--- config.mk ---
export PLATFORM = sky130hd
export DESIGN_NAME = synth_pll_config_and_irq
export DESIGN_NICKNAME = d
export VERILOG_FILES = /design/src/verilog/synth_pll_pkg.sv /design/src/verilog/pin_sync.sv /design/src/verilog/synth_pll_config_and_irq.sv
export VERILOG_INCLUDE_DIRS = /design/src /design/src/verilog
export SDC_FILE = /design/constraint.sdc
export NUM_CORES = 1
export LEC_CHECK = 0
export BUFFER_PORTS_ARGS = -buffer_cell sky130_fd_sc_hd__clkbuf_2
export CAP_MARGIN = 15
export CORE_MARGIN = 3
export CORE_UTILIZATION = 50
export DETAILED_ROUTE_END_ITERATION = 6
export PLACE_DENSITY = 0.75
export SETUP_SLACK_MARGIN = 0.3
export SYNTH_ARGS = -nofsm -noshare
export SYNTH_HDL_FRONTEND = slang
export SYNTH_SLANG_ARGS = --single-unit
--- constraint.sdc ---
create_clock -name i_sys_clk -period 2.3 [get_ports i_sys_clk]
set_clock_uncertainty 0.2 [all_clocks]
set_input_delay 0.345 -clock i_sys_clk [delete_from_list [all_inputs] [get_ports i_sys_clk]]
set_output_delay 0.345 -clock i_sys_clk [all_outputs]
set_load 0.005 [all_outputs]
--- src/verilog/synth_pll_cfg.svh ---
// Register offsets, field positions and reset values of the synthesizer control bank
`ifndef SYNTH_PLL_CFG_SVH
`define SYNTH_PLL_CFG_SVH

// ----------------------------------------------------------------
// Register offsets
// ----------------------------------------------------------------
`define ADDR_SYNTH_GENERAL_CONTROL 8'h2e
`define ADDR_SYNTH_REF_CLOCK_MHZ_FIELD_A 8'h2f
`define ADDR_SYNTH_IRQ_ENABLE 8'h31
`define ADDR_SYNTH_IRQ_MASK 8'h32
`define ADDR_LOOP_MODE_CONTROL 8'h34
`define ADDR_LOOP_BLEED_CONTROL 8'h35
`define ADDR_LOOP_CHARGE_PUMP 8'h36
`define ADDR_LOOP_PHASE_DETECTOR 8'h37
`define ADDR_LOOP_INTEGER_DIVIDER 8'h39
`define ADDR_LOOP_FRACTION_LOW 8'h3a
`define ADDR_LOOP_FRACTION_HIGH 8'h3b
`define ADDR_OUTPUT_DIVIDER 8'h40
`define ADDR_OUTPUT1_BUFFER_POWER 8'h41
`define ADDR_SYNTH_SOURCE_DIVIDER 8'h4d
`define ADDR_LOOP_REFERENCE_DIVIDER 8'h6a
`define ADDR_REF_GENERAL_CONTROL 8'h75
`define ADDR_REF_MASTER_CLOCK_MHZ_FIELD_A 8'h76
`define ADDR_REF_IRQ_ENABLE 8'h77
`define ADDR_REF_IRQ_MASK 8'h78
`define ADDR_REF_LOOP_MULTIPLIER 8'h7a
`define ADDR_SYNTH_IRQ_STATUS 8'hb0
`define ADDR_REF_IRQ_STATUS 8'hc9

// ----------------------------------------------------------------
// Status bit positions
// ----------------------------------------------------------------
`define REF_BIT_CAL_DONE 2
`define SYN_BIT_CLOCK_READY 6
`define SYN_BIT_CAL_DONE 5
`define SYN_BIT_OUT_OF_LOCK 3
`define SYN_BIT_IN_LOCK 2
`define SYN_BIT_RECAL 1

// ----------------------------------------------------------------
// Serial frame and reset values
// ----------------------------------------------------------------
`define FRAME_ADDR_BITS 5'h08
`define FRAME_NARROW_BITS 5'h08
`define FRAME_WIDE_BITS 5'h10
`define RESET_BYTE 8'h00
`define RESET_WORD 16'h0000

`endif

--- src/verilog/synth_pll_pkg.sv ---
// Types shared by the synthesizer control bank
`default_nettype none

package synth_pll_pkg;

    // Serial frame states
    typedef enum logic [3:0] {
        ST_IDLE = 4'b0001,
        ST_ADDR = 4'b0010,
        ST_DATA = 4'b0100,
        ST_READ = 4'b1000
    } frame_state_type;

    // Settings delivered to the analogue loops
    typedef struct packed {
        logic [7:0] ref_ctrl;
        logic [7:0] ref_mclk_mhz;
        logic [7:0] ref_mult;
        logic [15:0] synth_ctrl;
        logic source_select_field;
        logic [6:0] mhz_field_a;
        logic [7:0] source_div;
        logic [7:0] loop_mode;
        logic bleed_en;
        logic [6:0] bleed_bias;
        logic [7:0] bleed_set;
        logic [7:0] cp_bias;
        logic [7:0] cp_current;
        logic [7:0] phase_det;
        logic [15:0] int_div;
        logic [23:0] frac_div;
        logic [15:0] ref_div;
        logic [7:0] out_div;
        logic [7:0] output1_power;
    } synth_config_type;

endpackage : synth_pll_pkg

`default_nettype wire

--- src/verilog/pin_sync.sv ---
// Two-flop synchroniser with edge detection for the serial bus pins
`timescale 1ns/10ps
`default_nettype none

module pin_sync #(
    parameter int WIDTH = 3
) (
    input wire logic i_sys_clk,
    input wire logic i_rst_n,
    input wire logic [WIDTH-1:0] i_pins,
    output logic [WIDTH-1:0] o_level,
    output logic [WIDTH-1:0] o_rise,
    output logic [WIDTH-1:0] o_fall
);

    // ----------------------------------------------------------------
    // Per-pin stages
    // ----------------------------------------------------------------
    genvar g;
    generate
        for (g = 0; g < WIDTH; g = g + 1) begin : g_pin
            logic meta_r;
            logic sync_r;
            logic prev_r;
            always_ff @(posedge i_sys_clk) begin
                if (!i_rst_n) begin
                    meta_r <= 1'b1;
                    sync_r <= 1'b1;
                    prev_r <= 1'b1;
                end else begin
                    meta_r <= i_pins[g];
                    sync_r <= meta_r;
                    prev_r <= sync_r;
                end
            end
            assign o_level[g] = sync_r;
            assign o_rise[g] = sync_r & ~prev_r;
            assign o_fall[g] = ~sync_r & prev_r;
        end
    endgenerate

endmodule : pin_sync

`default_nettype wire

--- src/verilog/synth_pll_config_and_irq.sv ---
// Serial control bank, interrupt status and pin of the two-loop synthesizer
//
// Notes on behaviour
// - Reference enable 0x04 gates only calibration-complete
// - Masked-in enabled reference event pulls pin low
// - Synthesizer value 0x08 selects only out-of-lock
// - Out-of-lock alone: pin low only with bit3
// - Synthesizer enable 0x6e opens five sources together
// - Status reads report 0x40, 0x20, 0x04, 0x02, then 0x08
// - Status bit1 recalibrate, bit3 loss of lock
// - Reference control 0x0f enables every reference function
// - Synthesizer control 0x042b delivered unchanged to loops
// - Synthesizer control 0x0469 delivered unchanged to loops
// - Reference clock register splits megahertz and source
// - Source divider value is the ratio itself
// - Reference divider value equals its ratio
// - Fractional divider is signed two's complement
// - Output divider code passed through, 0x05 divides eight
// - Master clock register holds integer megahertz
// - Phase detector code passed through, 0x00 minimum
// - Bleed word splits enable, bias, set current
// - Charge pump word splits bias and current
`timescale 1ns/10ps
`default_nettype none
`include "synth_pll_cfg.svh"

module synth_pll_config_and_irq (
    input wire logic i_sys_clk,
    input wire logic i_rst_n,
    input wire logic i_bus_sclk,
    input wire logic i_bus_csn,
    input wire logic i_bus_cmd,
    input wire logic [7:0] i_ref_events,
    input wire logic [7:0] i_synth_events,
    output logic o_bus_reply,
    output logic o_interrupt_pin_n,
    output synth_pll_pkg::synth_config_type o_config
);

    // ----------------------------------------------------------------
    // Decode helpers
    // ----------------------------------------------------------------
    function automatic logic is_wide(input logic [7:0] a);
        is_wide = (a == `ADDR_SYNTH_GENERAL_CONTROL) || (a == `ADDR_LOOP_BLEED_CONTROL) ||
                  (a == `ADDR_LOOP_CHARGE_PUMP) || (a == `ADDR_LOOP_INTEGER_DIVIDER) ||
                  (a == `ADDR_LOOP_FRACTION_LOW) || (a == `ADDR_LOOP_REFERENCE_DIVIDER);
    endfunction : is_wide

    function automatic logic is_status(input logic [7:0] a);
        is_status = (a == `ADDR_SYNTH_IRQ_STATUS) || (a == `ADDR_REF_IRQ_STATUS);
    endfunction : is_status

    // ----------------------------------------------------------------
    // Pin synchronisation
    // ----------------------------------------------------------------
    logic [2:0] pin_level;
    logic [2:0] pin_rise;
    logic [2:0] pin_fall;

    pin_sync #(
        .WIDTH(3)
    ) u_pin_sync (
        .i_sys_clk(i_sys_clk),
        .i_rst_n(i_rst_n),
        .i_pins({i_bus_sclk, i_bus_csn, i_bus_cmd}),
        .o_level(pin_level),
        .o_rise(pin_rise),
        .o_fall(pin_fall)
    );

    logic sclk_rise;
    logic sclk_fall;
    logic csn_high;
    logic csn_fall;
    logic cmd_bit;
    assign sclk_rise = pin_rise[2];
    assign sclk_fall = pin_fall[2];
    assign csn_high = pin_level[1];
    assign csn_fall = pin_fall[1];
    assign cmd_bit = pin_level[0];

    // ----------------------------------------------------------------
    // Frame state
    // ----------------------------------------------------------------
    synth_pll_pkg::frame_state_type state_r;
    synth_pll_pkg::frame_state_type state_nxt;
    logic [4:0] cnt_r;
    logic [4:0] cnt_nxt;
    logic [15:0] shift_r;
    logic [7:0] addr_r;
    logic [7:0] addr_nxt;
    logic [7:0] out_r;
    logic [7:0] out_nxt;
    logic reply_r;
    logic reply_nxt;
    logic wr_stb_r;
    logic wr_stb_nxt;
    logic [7:0] wr_addr_r;
    logic [15:0] wr_data_r;
    logic ref_clr;
    logic syn_clr;
    logic [7:0] ref_st_r;
    logic [7:0] syn_st_r;

    logic [7:0] addr_full;
    logic [15:0] data_full;
    logic [4:0] data_len;
    logic addr_last;
    logic data_last;
    assign addr_full = {shift_r[6:0], cmd_bit};
    assign data_full = {shift_r[14:0], cmd_bit};
    assign data_len = is_wide(addr_r) ? `FRAME_WIDE_BITS : `FRAME_NARROW_BITS;
    assign addr_last = (state_r == synth_pll_pkg::ST_ADDR) && sclk_rise && (cnt_r == `FRAME_ADDR_BITS - 5'h01);
    assign data_last = (state_r == synth_pll_pkg::ST_DATA) && sclk_rise && (cnt_r == data_len - 5'h01);

    assign ref_clr = addr_last && (addr_full == `ADDR_REF_IRQ_STATUS);
    assign syn_clr = addr_last && (addr_full == `ADDR_SYNTH_IRQ_STATUS);

    always_comb begin
        state_nxt = state_r;
        cnt_nxt = cnt_r;
        addr_nxt = addr_r;
        out_nxt = out_r;
        reply_nxt = reply_r;
        wr_stb_nxt = 1'b0;
        if (csn_high) begin
            state_nxt = synth_pll_pkg::ST_IDLE;
            reply_nxt = 1'b0;
        end else if (csn_fall) begin
            state_nxt = synth_pll_pkg::ST_ADDR;
            cnt_nxt = 5'h00;
        end else begin
            unique case (state_r)
                synth_pll_pkg::ST_IDLE: begin
                end
                synth_pll_pkg::ST_ADDR: begin
                    if (sclk_rise) begin
                        cnt_nxt = cnt_r + 5'h01;
                    end
                    if (addr_last) begin
                        addr_nxt = addr_full;
                        cnt_nxt = 5'h00;
                        if (is_status(addr_full)) begin
                            out_nxt = (addr_full == `ADDR_REF_IRQ_STATUS) ? ref_st_r : syn_st_r;
                            reply_nxt = out_nxt[7];
                            state_nxt = synth_pll_pkg::ST_READ;
                        end else begin
                            state_nxt = synth_pll_pkg::ST_DATA;
                        end
                    end
                end
                synth_pll_pkg::ST_DATA: begin
                    if (sclk_rise) begin
                        cnt_nxt = cnt_r + 5'h01;
                    end
                    if (data_last) begin
                        wr_stb_nxt = 1'b1;
                        state_nxt = synth_pll_pkg::ST_IDLE;
                    end
                end
                synth_pll_pkg::ST_READ: begin
                    if (sclk_fall) begin
                        out_nxt = {out_r[6:0], 1'b0};
                        reply_nxt = out_r[7];
                    end
                end
            endcase
        end
    end

    always_ff @(posedge i_sys_clk) begin
        if (!i_rst_n) begin
            state_r <= synth_pll_pkg::ST_IDLE;
            cnt_r <= 5'h00;
            shift_r <= `RESET_WORD;
            addr_r <= `RESET_BYTE;
            out_r <= `RESET_BYTE;
            reply_r <= 1'b0;
            wr_stb_r <= 1'b0;
            wr_addr_r <= `RESET_BYTE;
            wr_data_r <= `RESET_WORD;
        end else begin
            state_r <= state_nxt;
            cnt_r <= cnt_nxt;
            if (sclk_rise) begin
                shift_r <= data_full;
            end
            addr_r <= addr_nxt;
            out_r <= out_nxt;
            reply_r <= reply_nxt;
            wr_stb_r <= wr_stb_nxt;
            if (data_last) begin
                wr_addr_r <= addr_r;
                wr_data_r <= is_wide(addr_r) ? data_full : {8'h00, data_full[7:0]};
            end
        end
    end

    assign o_bus_reply = reply_r;

    // ----------------------------------------------------------------
    // Configuration registers
    // ----------------------------------------------------------------
    synth_pll_pkg::synth_config_type cfg_r;
    logic [7:0] ref_en_r;
    logic [7:0] ref_mask_r;
    logic [7:0] syn_en_r;
    logic [7:0] syn_mask_r;
    logic [7:0] frac_hi_r;

    always_ff @(posedge i_sys_clk) begin
        if (!i_rst_n) begin
            cfg_r <= '0;
            ref_en_r <= `RESET_BYTE;
            ref_mask_r <= `RESET_BYTE;
            syn_en_r <= `RESET_BYTE;
            syn_mask_r <= `RESET_BYTE;
            frac_hi_r <= `RESET_BYTE;
        end else if (wr_stb_r) begin
            case (wr_addr_r)
                `ADDR_REF_GENERAL_CONTROL: cfg_r.ref_ctrl <= wr_data_r[7:0];
                `ADDR_REF_MASTER_CLOCK_MHZ_FIELD_A: cfg_r.ref_mclk_mhz <= wr_data_r[7:0];
                `ADDR_REF_LOOP_MULTIPLIER: cfg_r.ref_mult <= wr_data_r[7:0];
                `ADDR_SYNTH_GENERAL_CONTROL: cfg_r.synth_ctrl <= wr_data_r;
                `ADDR_SYNTH_REF_CLOCK_MHZ_FIELD_A: {cfg_r.source_select_field, cfg_r.mhz_field_a} <= wr_data_r[7:0];
                `ADDR_SYNTH_SOURCE_DIVIDER: cfg_r.source_div <= wr_data_r[7:0];
                `ADDR_LOOP_MODE_CONTROL: cfg_r.loop_mode <= wr_data_r[7:0];
                `ADDR_LOOP_BLEED_CONTROL: {cfg_r.bleed_en, cfg_r.bleed_bias, cfg_r.bleed_set} <= wr_data_r;
                `ADDR_LOOP_CHARGE_PUMP: {cfg_r.cp_bias, cfg_r.cp_current} <= wr_data_r;
                `ADDR_LOOP_PHASE_DETECTOR: cfg_r.phase_det <= wr_data_r[7:0];
                `ADDR_LOOP_INTEGER_DIVIDER: cfg_r.int_div <= wr_data_r;
                `ADDR_LOOP_FRACTION_HIGH: frac_hi_r <= wr_data_r[7:0];
                `ADDR_LOOP_FRACTION_LOW: cfg_r.frac_div <= {frac_hi_r, wr_data_r};
                `ADDR_LOOP_REFERENCE_DIVIDER: cfg_r.ref_div <= wr_data_r;
                `ADDR_OUTPUT_DIVIDER: cfg_r.out_div <= wr_data_r[7:0];
                `ADDR_OUTPUT1_BUFFER_POWER: cfg_r.output1_power <= wr_data_r[7:0];
                `ADDR_REF_IRQ_ENABLE: ref_en_r <= wr_data_r[7:0];
                `ADDR_REF_IRQ_MASK: ref_mask_r <= wr_data_r[7:0];
                `ADDR_SYNTH_IRQ_ENABLE: syn_en_r <= wr_data_r[7:0];
                `ADDR_SYNTH_IRQ_MASK: syn_mask_r <= wr_data_r[7:0];
                default: begin
                end
            endcase
        end
    end

    assign o_config = cfg_r;

    // ----------------------------------------------------------------
    // Interrupt status and pin
    // ----------------------------------------------------------------
    logic [7:0] ref_st_nxt;
    logic [7:0] syn_st_nxt;
    logic pending;
    logic irq_n_r;

    // enable gating, set wins over read clear
    assign ref_st_nxt = (ref_st_r & ~{8{ref_clr}}) | (i_ref_events & ref_en_r);
    assign syn_st_nxt = (syn_st_r & ~{8{syn_clr}}) | (i_synth_events & syn_en_r);
    assign pending = |((ref_st_r & ref_mask_r) | (syn_st_r & syn_mask_r));

    always_ff @(posedge i_sys_clk) begin
        if (!i_rst_n) begin
            ref_st_r <= `RESET_BYTE;
            syn_st_r <= `RESET_BYTE;
            irq_n_r <= 1'b1;
        end else begin
            ref_st_r <= ref_st_nxt;
            syn_st_r <= syn_st_nxt;
            irq_n_r <= ~pending;
        end
    end

    assign o_interrupt_pin_n = irq_n_r;

    // ----------------------------------------------------------------
    // Checks
    // ----------------------------------------------------------------
    AST_REF_ENABLE_GATE: assert property (@(posedge i_sys_clk) disable iff (!i_rst_n)
        ((ref_st_r & ~$past(ref_st_r) & ~$past(ref_en_r)) == 8'h00))
        else $error("reference status bit set while disabled");

    AST_SYN_ENABLE_GATE: assert property (@(posedge i_sys_clk) disable iff (!i_rst_n)
        ((syn_st_r & ~$past(syn_st_r) & ~$past(syn_en_r)) == 8'h00))
        else $error("synthesizer status bit set while disabled");

    AST_PIN_LOW_ON_PENDING: assert property (@(posedge i_sys_clk) disable iff (!i_rst_n)
        ((ref_st_r & ref_mask_r) != 8'h00) |=> !o_interrupt_pin_n)
        else $error("pin not low for pending reference event");

    AST_PIN_ONLY_WITH_CAUSE: assert property (@(posedge i_sys_clk) disable iff (!i_rst_n)
        !o_interrupt_pin_n |-> $past(((ref_st_r & ref_mask_r) | (syn_st_r & syn_mask_r)) != 8'h00))
        else $error("pin low without masked-in status");

    AST_LOCK_LOSS_PIN: assert property (@(posedge i_sys_clk) disable iff (!i_rst_n)
        (syn_st_r[`SYN_BIT_OUT_OF_LOCK] && syn_mask_r[`SYN_BIT_OUT_OF_LOCK]) |=> !o_interrupt_pin_n)
        else $error("loss of lock did not pull pin low");

    AST_READ_CLEARS: assert property (@(posedge i_sys_clk) disable iff (!i_rst_n)
        (syn_clr && ((i_synth_events & syn_en_r) == 8'h00)) |=> (syn_st_r == 8'h00) ##1 o_interrupt_pin_n || (ref_st_r & ref_mask_r) != 8'h00)
        else $error("status read did not clear");

    AST_SET_WINS: assert property (@(posedge i_sys_clk) disable iff (!i_rst_n)
        (ref_clr && ((i_ref_events & ref_en_r) != 8'h00)) |=> ((ref_st_r & $past(i_ref_events & ref_en_r)) != 8'h00))
        else $error("event lost on clearing read");

    AST_READ_FIRST_BIT: assert property (@(posedge i_sys_clk) disable iff (!i_rst_n)
        syn_clr |=> (o_bus_reply == $past(syn_st_r[7])) && (state_r == synth_pll_pkg::ST_READ))
        else $error("status readback bit wrong");

    AST_FRAC_WHOLE: assert property (@(posedge i_sys_clk) disable iff (!i_rst_n)
        (wr_stb_r && wr_addr_r == `ADDR_LOOP_FRACTION_LOW) |=> (o_config.frac_div == {$past(frac_hi_r), $past(wr_data_r)}))
        else $error("fraction not loaded whole");

    AST_GCR_DELIVERED: assert property (@(posedge i_sys_clk) disable iff (!i_rst_n)
        (wr_stb_r && wr_addr_r == `ADDR_SYNTH_GENERAL_CONTROL) |=> (o_config.synth_ctrl == $past(wr_data_r)))
        else $error("synthesizer control not delivered");

    AST_FRAME_COUNT: assert property (@(posedge i_sys_clk) disable iff (!i_rst_n)
        (cnt_r <= `FRAME_WIDE_BITS))
        else $error("frame bit counter overran");

endmodule : synth_pll_config_and_irq

`default_nettype wire

==> impl_metrics.tcl, run 1 <==
set metrics [dict create \
    status "complete, no violations" \
    start_util_pct 51.6 \
    vias 10100 \
    mostFrequentLayoutCell "dfxtp_1" \
    worst_path_max_delay_cell "a2111o_1" \
    clk_pin_slew_ns 0.07 \
    end_kind "flop" \
    cp_cell_sequence "xor2_1 > a2bb2oi_1 > a2111o_1 > xor2_4 > and2_4 > clkbuf_16 > mux2i_1" \
    rows 54 \
    numClockSinks 307 \
    critPathBufInv 1 \
    numCtsBuffers 30 \
    hold_viol_final 0 \
    gp_congestion 0.814 \
    core_um2 22200 \
    drt_iter0_markers 830 \
    crit_path_max_fanout 5 \
    final_util_pct 68.6 \
    crit_type "flop to flop" \
    cts-root-buf "clkbuf_16" \
    p_leak_uw 0.00655 \
    clock_latency_ns 0.55 \
    first_pass_iters 5 \
    synth_top_area_share_pct 53.7 \
    areaGrowthSynthToFinish_pct 32.9 \
    ys_ff_latch 307 \
    die_y_um 157 \
    synthArstFlopShare_pct 0 \
    synth_area_leaders "dfxtp_1 (54%), mux2i_1 (14%), nand2_1 (8.0%)" \
    start_kind "flop" \
    yosysUniqueCellTypes 52 \
    ys_seq_area_share_pct 53.7 \
    post-route-period-util_pct 99.6 \
    rsz0062_at_grt "true" \
    synth_ff_type "dfxtp_1" \
    syn-instance-count 1264 \
    n_fill_cell 1622 \
    first_global_vias 9340 \
    grt_pass1_wl_mm 49.7 \
    max-vdd-ir-drop_uv 592 \
    hp-class "flop to flop" \
    fin_setup_tns_ns 0 \
    die-area_um2 24700 \
    drive_gt1_share_pct 30.1 \
    slew_viol_final 0 \
    antenna_found_initial 0 \
    yosys_warnings 0 \
    arrival_ns 2.56 \
    critPathMaxStageDelay_ns 0.49 \
    setup_viol_count_final 0 \
    max_freq_ghz 0.436 \
    drv_cap 0 \
    ant_nets 0 \
    relSlewSlack_pct 63.6 \
    worstPathRequired_ns 2.57 \
    insertedDiodeCount 0 \
    syn_area_per_cell_um2 9.05 \
    grt_remaining_overflow 0 \
    htreeDepth 1 \
    dp_hpwl_mm 20.4 \
    portBuffers 198 \
    clk_path_buf_depth 3 \
    grt_max_degree 62 \
    syn-num-nets 1286 \
    die_x_um 157 \
    synthesis.area_um2 11400 \
    grt_usage_pct 24.8 \
    synth_top_area_cell "dfxtp_1" \
    crit_family "compound AO/OA/AOI/OAI gates" \
    min_period_ns 2.29 \
    worst_slew_pin_slew_ns 0.545 \
    viasPerCell 5.58 \
    cts_tree "done" \
    io_pins 199 \
    drc 0 \
    synth_edf_count 0 \
    routed_wl_mm 34.1 \
    layout_common_cells "dfxtp_1 (290), nand2_1 (229), clkbuf_2 (198)" \
    powerDensity_nw_per_um2 700 \
    wire_per_inst_um 18.8 \
    finalNetCount 1537 \
]
[metrics by stage]
stage | power, uW | instances | cell area, um2 | setup slack (ns) | hold slack (ns)
floorplan | 5530 | 1264 | 11500 | 0.0460 | 0.186
global placement | 5600 | 1713 | 13100 | 0.0355 | 0.189
detailed placement | 5600 | 1713 | 13100 | 0.00219 | 0.192
CTS | 10700 | 1808 | 14700 | 0.122 | 0.206
global route | 10900 | 1817 | 15200 | -0.0437 | 0.243
finish | 10600 | 1817 | 15200 | 0.00903 | 0.205
[where the power goes]
part,total (uW),switching (uW),internal (uW)
sequential,5320,6.16,5320
combinational,200,128,71.6
clock,5110,2080,3030
total,10600,2210,8420
[cell usage after synthesis, types with 3 or more instances]
| library cell | n |
|---|---|
| a21oi_1 | 111 |
| a22oi_1 | 20 |
| buf_2 | 6 |
| buf_6 | 3 |
| clkbuf_1 | 79 |
| dfxtp_1 | 307 |
| inv_1 | 5 |
| mux2i_1 | 162 |
| nand2_1 | 244 |
| nand2b_1 | 9 |
| nand3_1 | 45 |
| nand3b_1 | 4 |
| nand4_1 | 12 |
| nor2_1 | 169 |
| nor2b_1 | 6 |
| nor3b_1 | 6 |
| nor4_1 | 3 |
| o2111ai_1 | 7 |
| o21ai_0 | 13 |
| o21ai_1 | 8 |
| or4_1 | 3 |
| xor2_1 | 5 |
[sequential cells by signal, indices dropped and copies added, names as in the netlist, 4 cells and up]
| name | flops |
|---|---|
| state_r | 4 |
| o_config | 176 |
| shift_r | 15 |
| cnt_r | 5 |
| ref_mask_r | 8 |
| syn_st_r | 8 |
| wr_data_r | 16 |
| ref_st_r | 8 |
| frac_hi_r | 8 |
| ref_en_r | 8 |
| out_r | 8 |
| syn_en_r | 8 |
| wr_addr_r | 8 |
| addr_r | 8 |
| syn_mask_r | 8 |
[repair_timing]
item / 4_1_cts / 5_1_grt
hold buffers: 23 / 0
setup endpoints to repair: 154 / 210
setup buffers: 14 / 7
hold endpoints to repair: 20 / 0
gates resized for setup: 45 / 109
pin swaps: 12 / 25
gates cloned: 4 / 2
[cell families after synthesis]
family	after synthesis	synth area share [%]
and+or+nand+nor	521	19.5
adders and majority gates	1	0.109
xor gates and xnor gates	7	0.602
DFF	307	53.7
AOI/OAI and AO/OA	169	8.39
muxes	162	14.2
buffers and inverters	97	3.49
[metal layers]
layer | share of wire, % | global-route usage (%)
met1 | 41 | 32.7
met2 | 49 | 43.0
met3 | 6.7 | 3.41
met4 | 3.1 | 6.53
met5 | 0 | 0
[final timing paths]
kind                                                 start                    endpoint  slack [ns]  cells past startpoint
worst min register to register  u_pin_sync.g_pin[1].meta_r  u_pin_sync.g_pin[1].sync_r        0.20                      1
worst min-delay path            u_pin_sync.g_pin[1].meta_r  u_pin_sync.g_pin[1].sync_r        0.20                      1
worst max-delay path                             addr_r[1]                wr_data_r[2]       0.009                      7
worst max register to register                   addr_r[1]                wr_data_r[2]       0.009                      7
[layout make-up]
type	instances	area [um2]	area share [%]
clock buffer	44	895	5.89
clock inverter	10	150	0.988
inverter	5	23.8	0.156
multi-input combinational	860	5430	35.7
sequential	307	6170	40.6
tap	280	350	2.30
timing repair buffer	311	2180	14.3
(Power assumes the default switching activity.)
==> inputs of run 2 (changes only) <==
--- a/config.mk
+++ b/config.mk
@@ -11,7 +11,8 @@
 export CORE_MARGIN = 3
 export CORE_UTILIZATION = 50
 export DETAILED_ROUTE_END_ITERATION = 6
-export PLACE_DENSITY = 0.75
+export HOLD_SLACK_MARGIN = 0.05
+export PLACE_DENSITY = 0.86
 export SETUP_SLACK_MARGIN = 0.3
 export SYNTH_ARGS = -nofsm -noshare
 export SYNTH_HDL_FRONTEND = slang
==> run 2 against run 1 <==
The run now ends with setup timing left. Final cell count about the same. Sequential share of layout area is 1.4 points lower. Utilization increased by 2.7 points. Critical path type unchanged. Highest routed layer unchanged.
==> impl_metrics.tcl, run 2 (synthesized netlist as in run 1, its figures left out) <==
set metrics [dict create \
    status "finished, violations left" \
    violations "setup timing" \
    worstPathRequired_ns 2.58 \
    areaGrowthSynthToFinish_pct 38.0 \
    dp_hpwl_mm 20.4 \
    clk_pin_slew_ns 0.06 \
    drive_gt1_share_pct 36.0 \
    start_util_pct 51.6 \
    routed_wl_mm 41.6 \
    cts-root-buf "clkbuf_16" \
    dp.cells 1703 \
    timing.hold.ws_ns 0.197 \
    relSlewSlack_pct 58.5 \
    worst_slew_pin_slew_ns 0.622 \
    gp_congestion 0.845 \
    slew_viol_final 0 \
    critPathLaunch "shift_r[3]" \
    first_global_vias 9780 \
    powerDensity_nw_per_um2 678 \
    numClockSinks 307 \
    grt_max_degree 97 \
    core_um2 22200 \
    portBuffers 198 \
    post-route-period-util_pct 106 \
    drc 0 \
    instances_no_fill 1818 \
    vias 11100 \
    io_pins 199 \
    arrival_ns 2.73 \
    die_y_um 157 \
    crit_type "flop to flop" \
    mostFrequentLayoutCell "dfxtp_1" \
    rsz0062_at_grt "true" \
    n_fill_cell 1278 \
    numCtsBuffers 30 \
    total_power_uw 10700 \
    grt_remaining_overflow 0 \
    clk_path_buf_depth 3 \
    rows 54 \
    cp-endpoint "out_r[5]" \
    r2r-start "shift_r[3]" \
    setup_slack_ns -0.146 \
    finalNetCount 1535 \
    fin_setup_tns_ns -1.90 \
    crit_path_max_fanout 8 \
    antenna_found_initial 0 \
    layout_common_cells "dfxtp_1 (287), clkbuf_2 (198), nand2_1 (197)" \
    htreeDepth 1 \
    r2r_setup_slack_ns -0.15 \
    die-area_um2 24700 \
    cts_tree "done" \
    clock_latency_ns 0.55 \
    drt_iter0_markers 1594 \
    p_leak_uw 0.00681 \
    start_kind "flop" \
    r2r_cells 8 \
    setup_viol_count_final 32 \
    viasPerCell 6.12 \
    hold_viol_final 0 \
    drv_cap 0 \
    grt_usage_pct 25.8 \
    wire_per_inst_um 22.9 \
    reg2reg_to "out_r[5]" \
    first_pass_iters 6 \
    grt_pass1_wl_mm 51.7 \
    min_period_ns 2.45 \
    final_util_pct 71.2 \
    end_kind "flop" \
    max-vdd-ir-drop_uv 555 \
    largest_register_ffs 176 \
    hp-class "flop to flop" \
    die_x_um 157 \
    max_freq_ghz 0.409 \
    ant_nets 0 \
]
==> run 2: through the flow <==
step                cell area [um2]  setup WS, ns
finish                        15800        -0.146
detailed placement            12900      -0.00661
CTS                           14600        0.0852
floorplan                     11500        0.0460
global placement              12900        0.0925
global route                  15800        -0.191
==> run 2: where the power goes <==
part | total (uW) | internal [uW] | switching [uW]
sequential | 5320 | 5310 | 7.43
clock | 5180 | 3010 | 2170
combinational | 199 | 63.4 | 135
==> run 2: timing repair <==
action	CTS	global route
cloned	4	6
endpoints found under the setup margin	171	219
gates resized for setup	58	256
hold buffers	23	0
pin swaps	15	112
buffers inserted	17	8
hold endpoints to repair	23	0
==> run 2: final cells by class <==
class / instances / area, um2 / share of cell area [%]
timing repair buffer: 307 / 2170 / 13.7
inverter: 5 / 23.8 / 0.151
antenna: 1 / 2.50 / 0.0159
clock inverter: 14 / 171 / 1.09
sequential: 307 / 6190 / 39.2
tap: 280 / 350 / 2.22
multi-input combinational: 862 / 6000 / 38.0
clock buffer: 42 / 877 / 5.56
==> run 2: worst max-delay path, cell delays in order (launching register included) <==
cell,delay (ns)
dfxtp_1,0.52
nand2_1,0.19
nor4_2,0.41
buf_4,0.24
o211ai_1,0.19
a21boi_2,0.25
buf_6,0.18
o2111ai_2,0.12
o21ai_1,0.09
==> run 2: how the worst min path moves through the flow <==
stage / startpoint / cells past startpoint / end / slack [ns]
global route: u_pin_sync.g_pin[1].meta_r / 1 / u_pin_sync.g_pin[1].sync_r / 0.21
CTS: u_pin_sync.g_pin[1].meta_r / 1 / u_pin_sync.g_pin[1].sync_r / 0.20
global placement: u_pin_sync.g_pin[0].meta_r / 1 / u_pin_sync.g_pin[0].sync_r / 0.19
detailed placement: u_pin_sync.g_pin[2].meta_r / 1 / u_pin_sync.g_pin[2].sync_r / 0.19
finish: u_pin_sync.g_pin[1].meta_r / 1 / u_pin_sync.g_pin[1].sync_r / 0.20
floorplan: u_pin_sync.g_pin[0].meta_r / 1 / u_pin_sync.g_pin[0].sync_r / 0.19
==> run 2: layer usage <==
| metal | routed length, um | part of all wire (%) | GRT usage [%] |
|---|---|---|---|
| met2 | 19300 | 46 | 43.4 |
| met4 | 2930 | 7.0 | 11.5 |
| met1 | 15200 | 37 | 32.4 |
| met5 | 0 | 0 | 0 |
| met3 | 4150 | 10 | 4.84 |
==> inputs of run 3 (changes only) <==
--- a/config.mk
+++ b/config.mk
@@ -9,10 +9,10 @@
 export BUFFER_PORTS_ARGS = -buffer_cell sky130_fd_sc_hd__clkbuf_2
 export CAP_MARGIN = 15
 export CORE_MARGIN = 3
-export CORE_UTILIZATION = 50
+export CORE_UTILIZATION = 26
 export DETAILED_ROUTE_END_ITERATION = 6
 export HOLD_SLACK_MARGIN = 0.05
-export PLACE_DENSITY = 0.86
+export PLACE_DENSITY = 0.56
 export SETUP_SLACK_MARGIN = 0.3
 export SYNTH_ARGS = -nofsm -noshare
 export SYNTH_HDL_FRONTEND = slang
==> run 3 against run 2 <==
The flow now finishes without violations. Final cell count grew 18%. Global-route usage shrank 11 points. Clock power is 19% higher. First-iteration DRC count decreased by 65%. Die area grew 88%. Via count down 12%. Register-to-register slack improved by 0.20 ns. Critical endpoint is now wr_addr_r[6]. Highest routed layer unchanged.
==> impl_metrics.tcl, run 3 (synthesized netlist as in run 1, its figures left out) <==
set metrics [dict create \
    max_freq_ghz 0.445 \
    io_pins 199 \
    drt_iter0_markers 554 \
    grt_max_degree 78 \
    grt_remaining_overflow 0 \
    finalNetCount 1554 \
    dp.cells 2024 \
    place_ws_ns 0.0217 \
    cts-root-buf "clkbuf_16" \
    start_util_pct 26.4 \
    clk_path_buf_depth 3 \
    cp_cell_sequence "and4bb_2 > a31oi_1 > a2111o_1 > xor2_4 > and2_4 > clkbuf_16 > mux2i_1" \
    worstPathRequired_ns 2.54 \
    mostFrequentLayoutCell "dfxtp_1" \
    r2r_setup_slack_ns 0.05 \
    hp-class "primary input to flop" \
    numCtsBuffers 35 \
    gp_congestion 0.832 \
    insertedDiodeCount 0 \
    n_fill_cell 4278 \
    first_global_vias 9251 \
    die-area_um2 46600 \
    critPathLaunch "addr_r[4]" \
    wire_per_inst_um 16.9 \
    core_um2 43300 \
    die_x_um 216 \
    instances_no_fill 2142 \
    vias 9799 \
    drv_cap 0 \
    portBuffers 198 \
    r2r-start "addr_r[4]" \
    min_period_ns 2.25 \
    relSlewSlack_pct 51.2 \
    layout_common_cells "dfxtp_1 (289), clkbuf_2 (198), nand2_1 (194)" \
    setup_viol_count_final 0 \
    hold_viol_final 0 \
    largest_register_ffs 176 \
    crit_type "flop to flop" \
    arrival_ns 2.49 \
    drc 0 \
    rsz0062_at_grt "true" \
    dp_hpwl_mm 23.5 \
    grt_pass1_wl_mm 54.2 \
    htreeDepth 2 \
    ant_nets 0 \
    powerDensity_nw_per_um2 715 \
    hold_depth 3 \
    r2r_cells 7 \
    rows 76 \
    max-vdd-ir-drop_uv 384 \
    first_pass_iters 4 \
    end_kind "flop" \
    areaGrowthSynthToFinish_pct 42.9 \
    ff_latch_area_um2 6180 \
    status "complete, no violations" \
    cp-endpoint "wr_addr_r[6]" \
    clk_pin_slew_ns 0.06 \
    p_leak_uw 0.00681 \
    grt_usage_pct 14.7 \
    viasPerCell 4.57 \
    worst_path_max_delay_cell "a2111o_1" \
    clock_latency_ns 0.53 \
    start_kind "flop" \
    fin_setup_tns_ns 0 \
    reg2reg_to "wr_addr_r[6]" \
    die_y_um 216 \
    drive_gt1_share_pct 35.2 \
    post-route-period-util_pct 97.8 \
    routed_wl_mm 36.3 \
    worst_slew_pin_slew_ns 0.731 \
    place_area_um2 13500 \
    crit_path_max_fanout 5 \
    numClockSinks 307 \
    antenna_found_initial 0 \
    fin_area_um2 16300 \
    critPathMaxStageDelay_ns 0.51 \
    slew_viol_final 0 \
    setup_slack_ns 0.0508 \
    cts_tree "done" \
    multi_input_area_um2 5840 \
]
run 3: worst min path at each step:
stage                                     from                         end  slack [ns]
finish                                 i_rst_n                  state_r[2]        0.07
global placement    u_pin_sync.g_pin[1].meta_r  u_pin_sync.g_pin[1].sync_r        0.20
floorplan           u_pin_sync.g_pin[0].meta_r  u_pin_sync.g_pin[0].sync_r        0.19
detailed placement  u_pin_sync.g_pin[2].meta_r  u_pin_sync.g_pin[2].sync_r        0.20
CTS                                    i_rst_n                  state_r[2]        0.05
global route                           i_rst_n                  state_r[3]        0.09
run 3: area by class of cell:
cell class	count	share of cell area, %
flip-flops and latches	307	37.8
multi-input cells	862	35.7
repair buffers	321	14.0
clock buffers	43	5.91
well taps	585	4.48
clock inverters	19	1.91
inverters	5	0.161
run 3: routing by layer:
layer / share of wire [%] / wire [um] / global-route usage (%)
met1: 44 / 16100 / 19.0
met2: 48 / 17600 / 24.6
met3: 4.4 / 1610 / 2.66
met4: 2.9 / 1040 / 4.94
met5: 0 / 0 / 0
run 3: worst max-delay path: cells and delay by family, from the launching register on:
kind / cells / cell delay (ns)
flip-flops: 1 / 0.34
AND/OR/NAND/NOR: 2 / 0.54
XOR/XNOR: 1 / 0.16
buffers and inverters: 1 / 0.18
multiplexers: 1 / 0.18
AO/OA/AOI/OAI: 2 / 0.55
run 3: power by group:
group / internal [uW] / leakage [uW] / total [uW] / switching, uW
clock network: 3900 / 0.000637 / 6170 / 2270
logic: 59.7 / 0.00369 / 187 / 127
registers: 5320 / 0.00248 / 5330 / 6.16
run 3: through the flow:
stage / total power [uW] / hold WS, ns / util [%]
floorplan: 5530 / 0.186 / -
global placement: 5600 / 0.201 / 31.2
detailed placement: 5600 / 0.200 / 31.2
CTS: 11800 / 0.0509 / 35.3
global route: 12100 / 0.0916 / 37.8
finish: 11700 / 0.0706 / 37.8
run 3: repair_timing:
item                                   4_1_cts  5_1_grt
resized for setup                           37      219
pin swaps                                    7       85
endpoints found under the hold margin       19        0
cloned                                       2        4
setup endpoints to repair                  151      200
buffers inserted                            18       13
hold buffers                                19        0
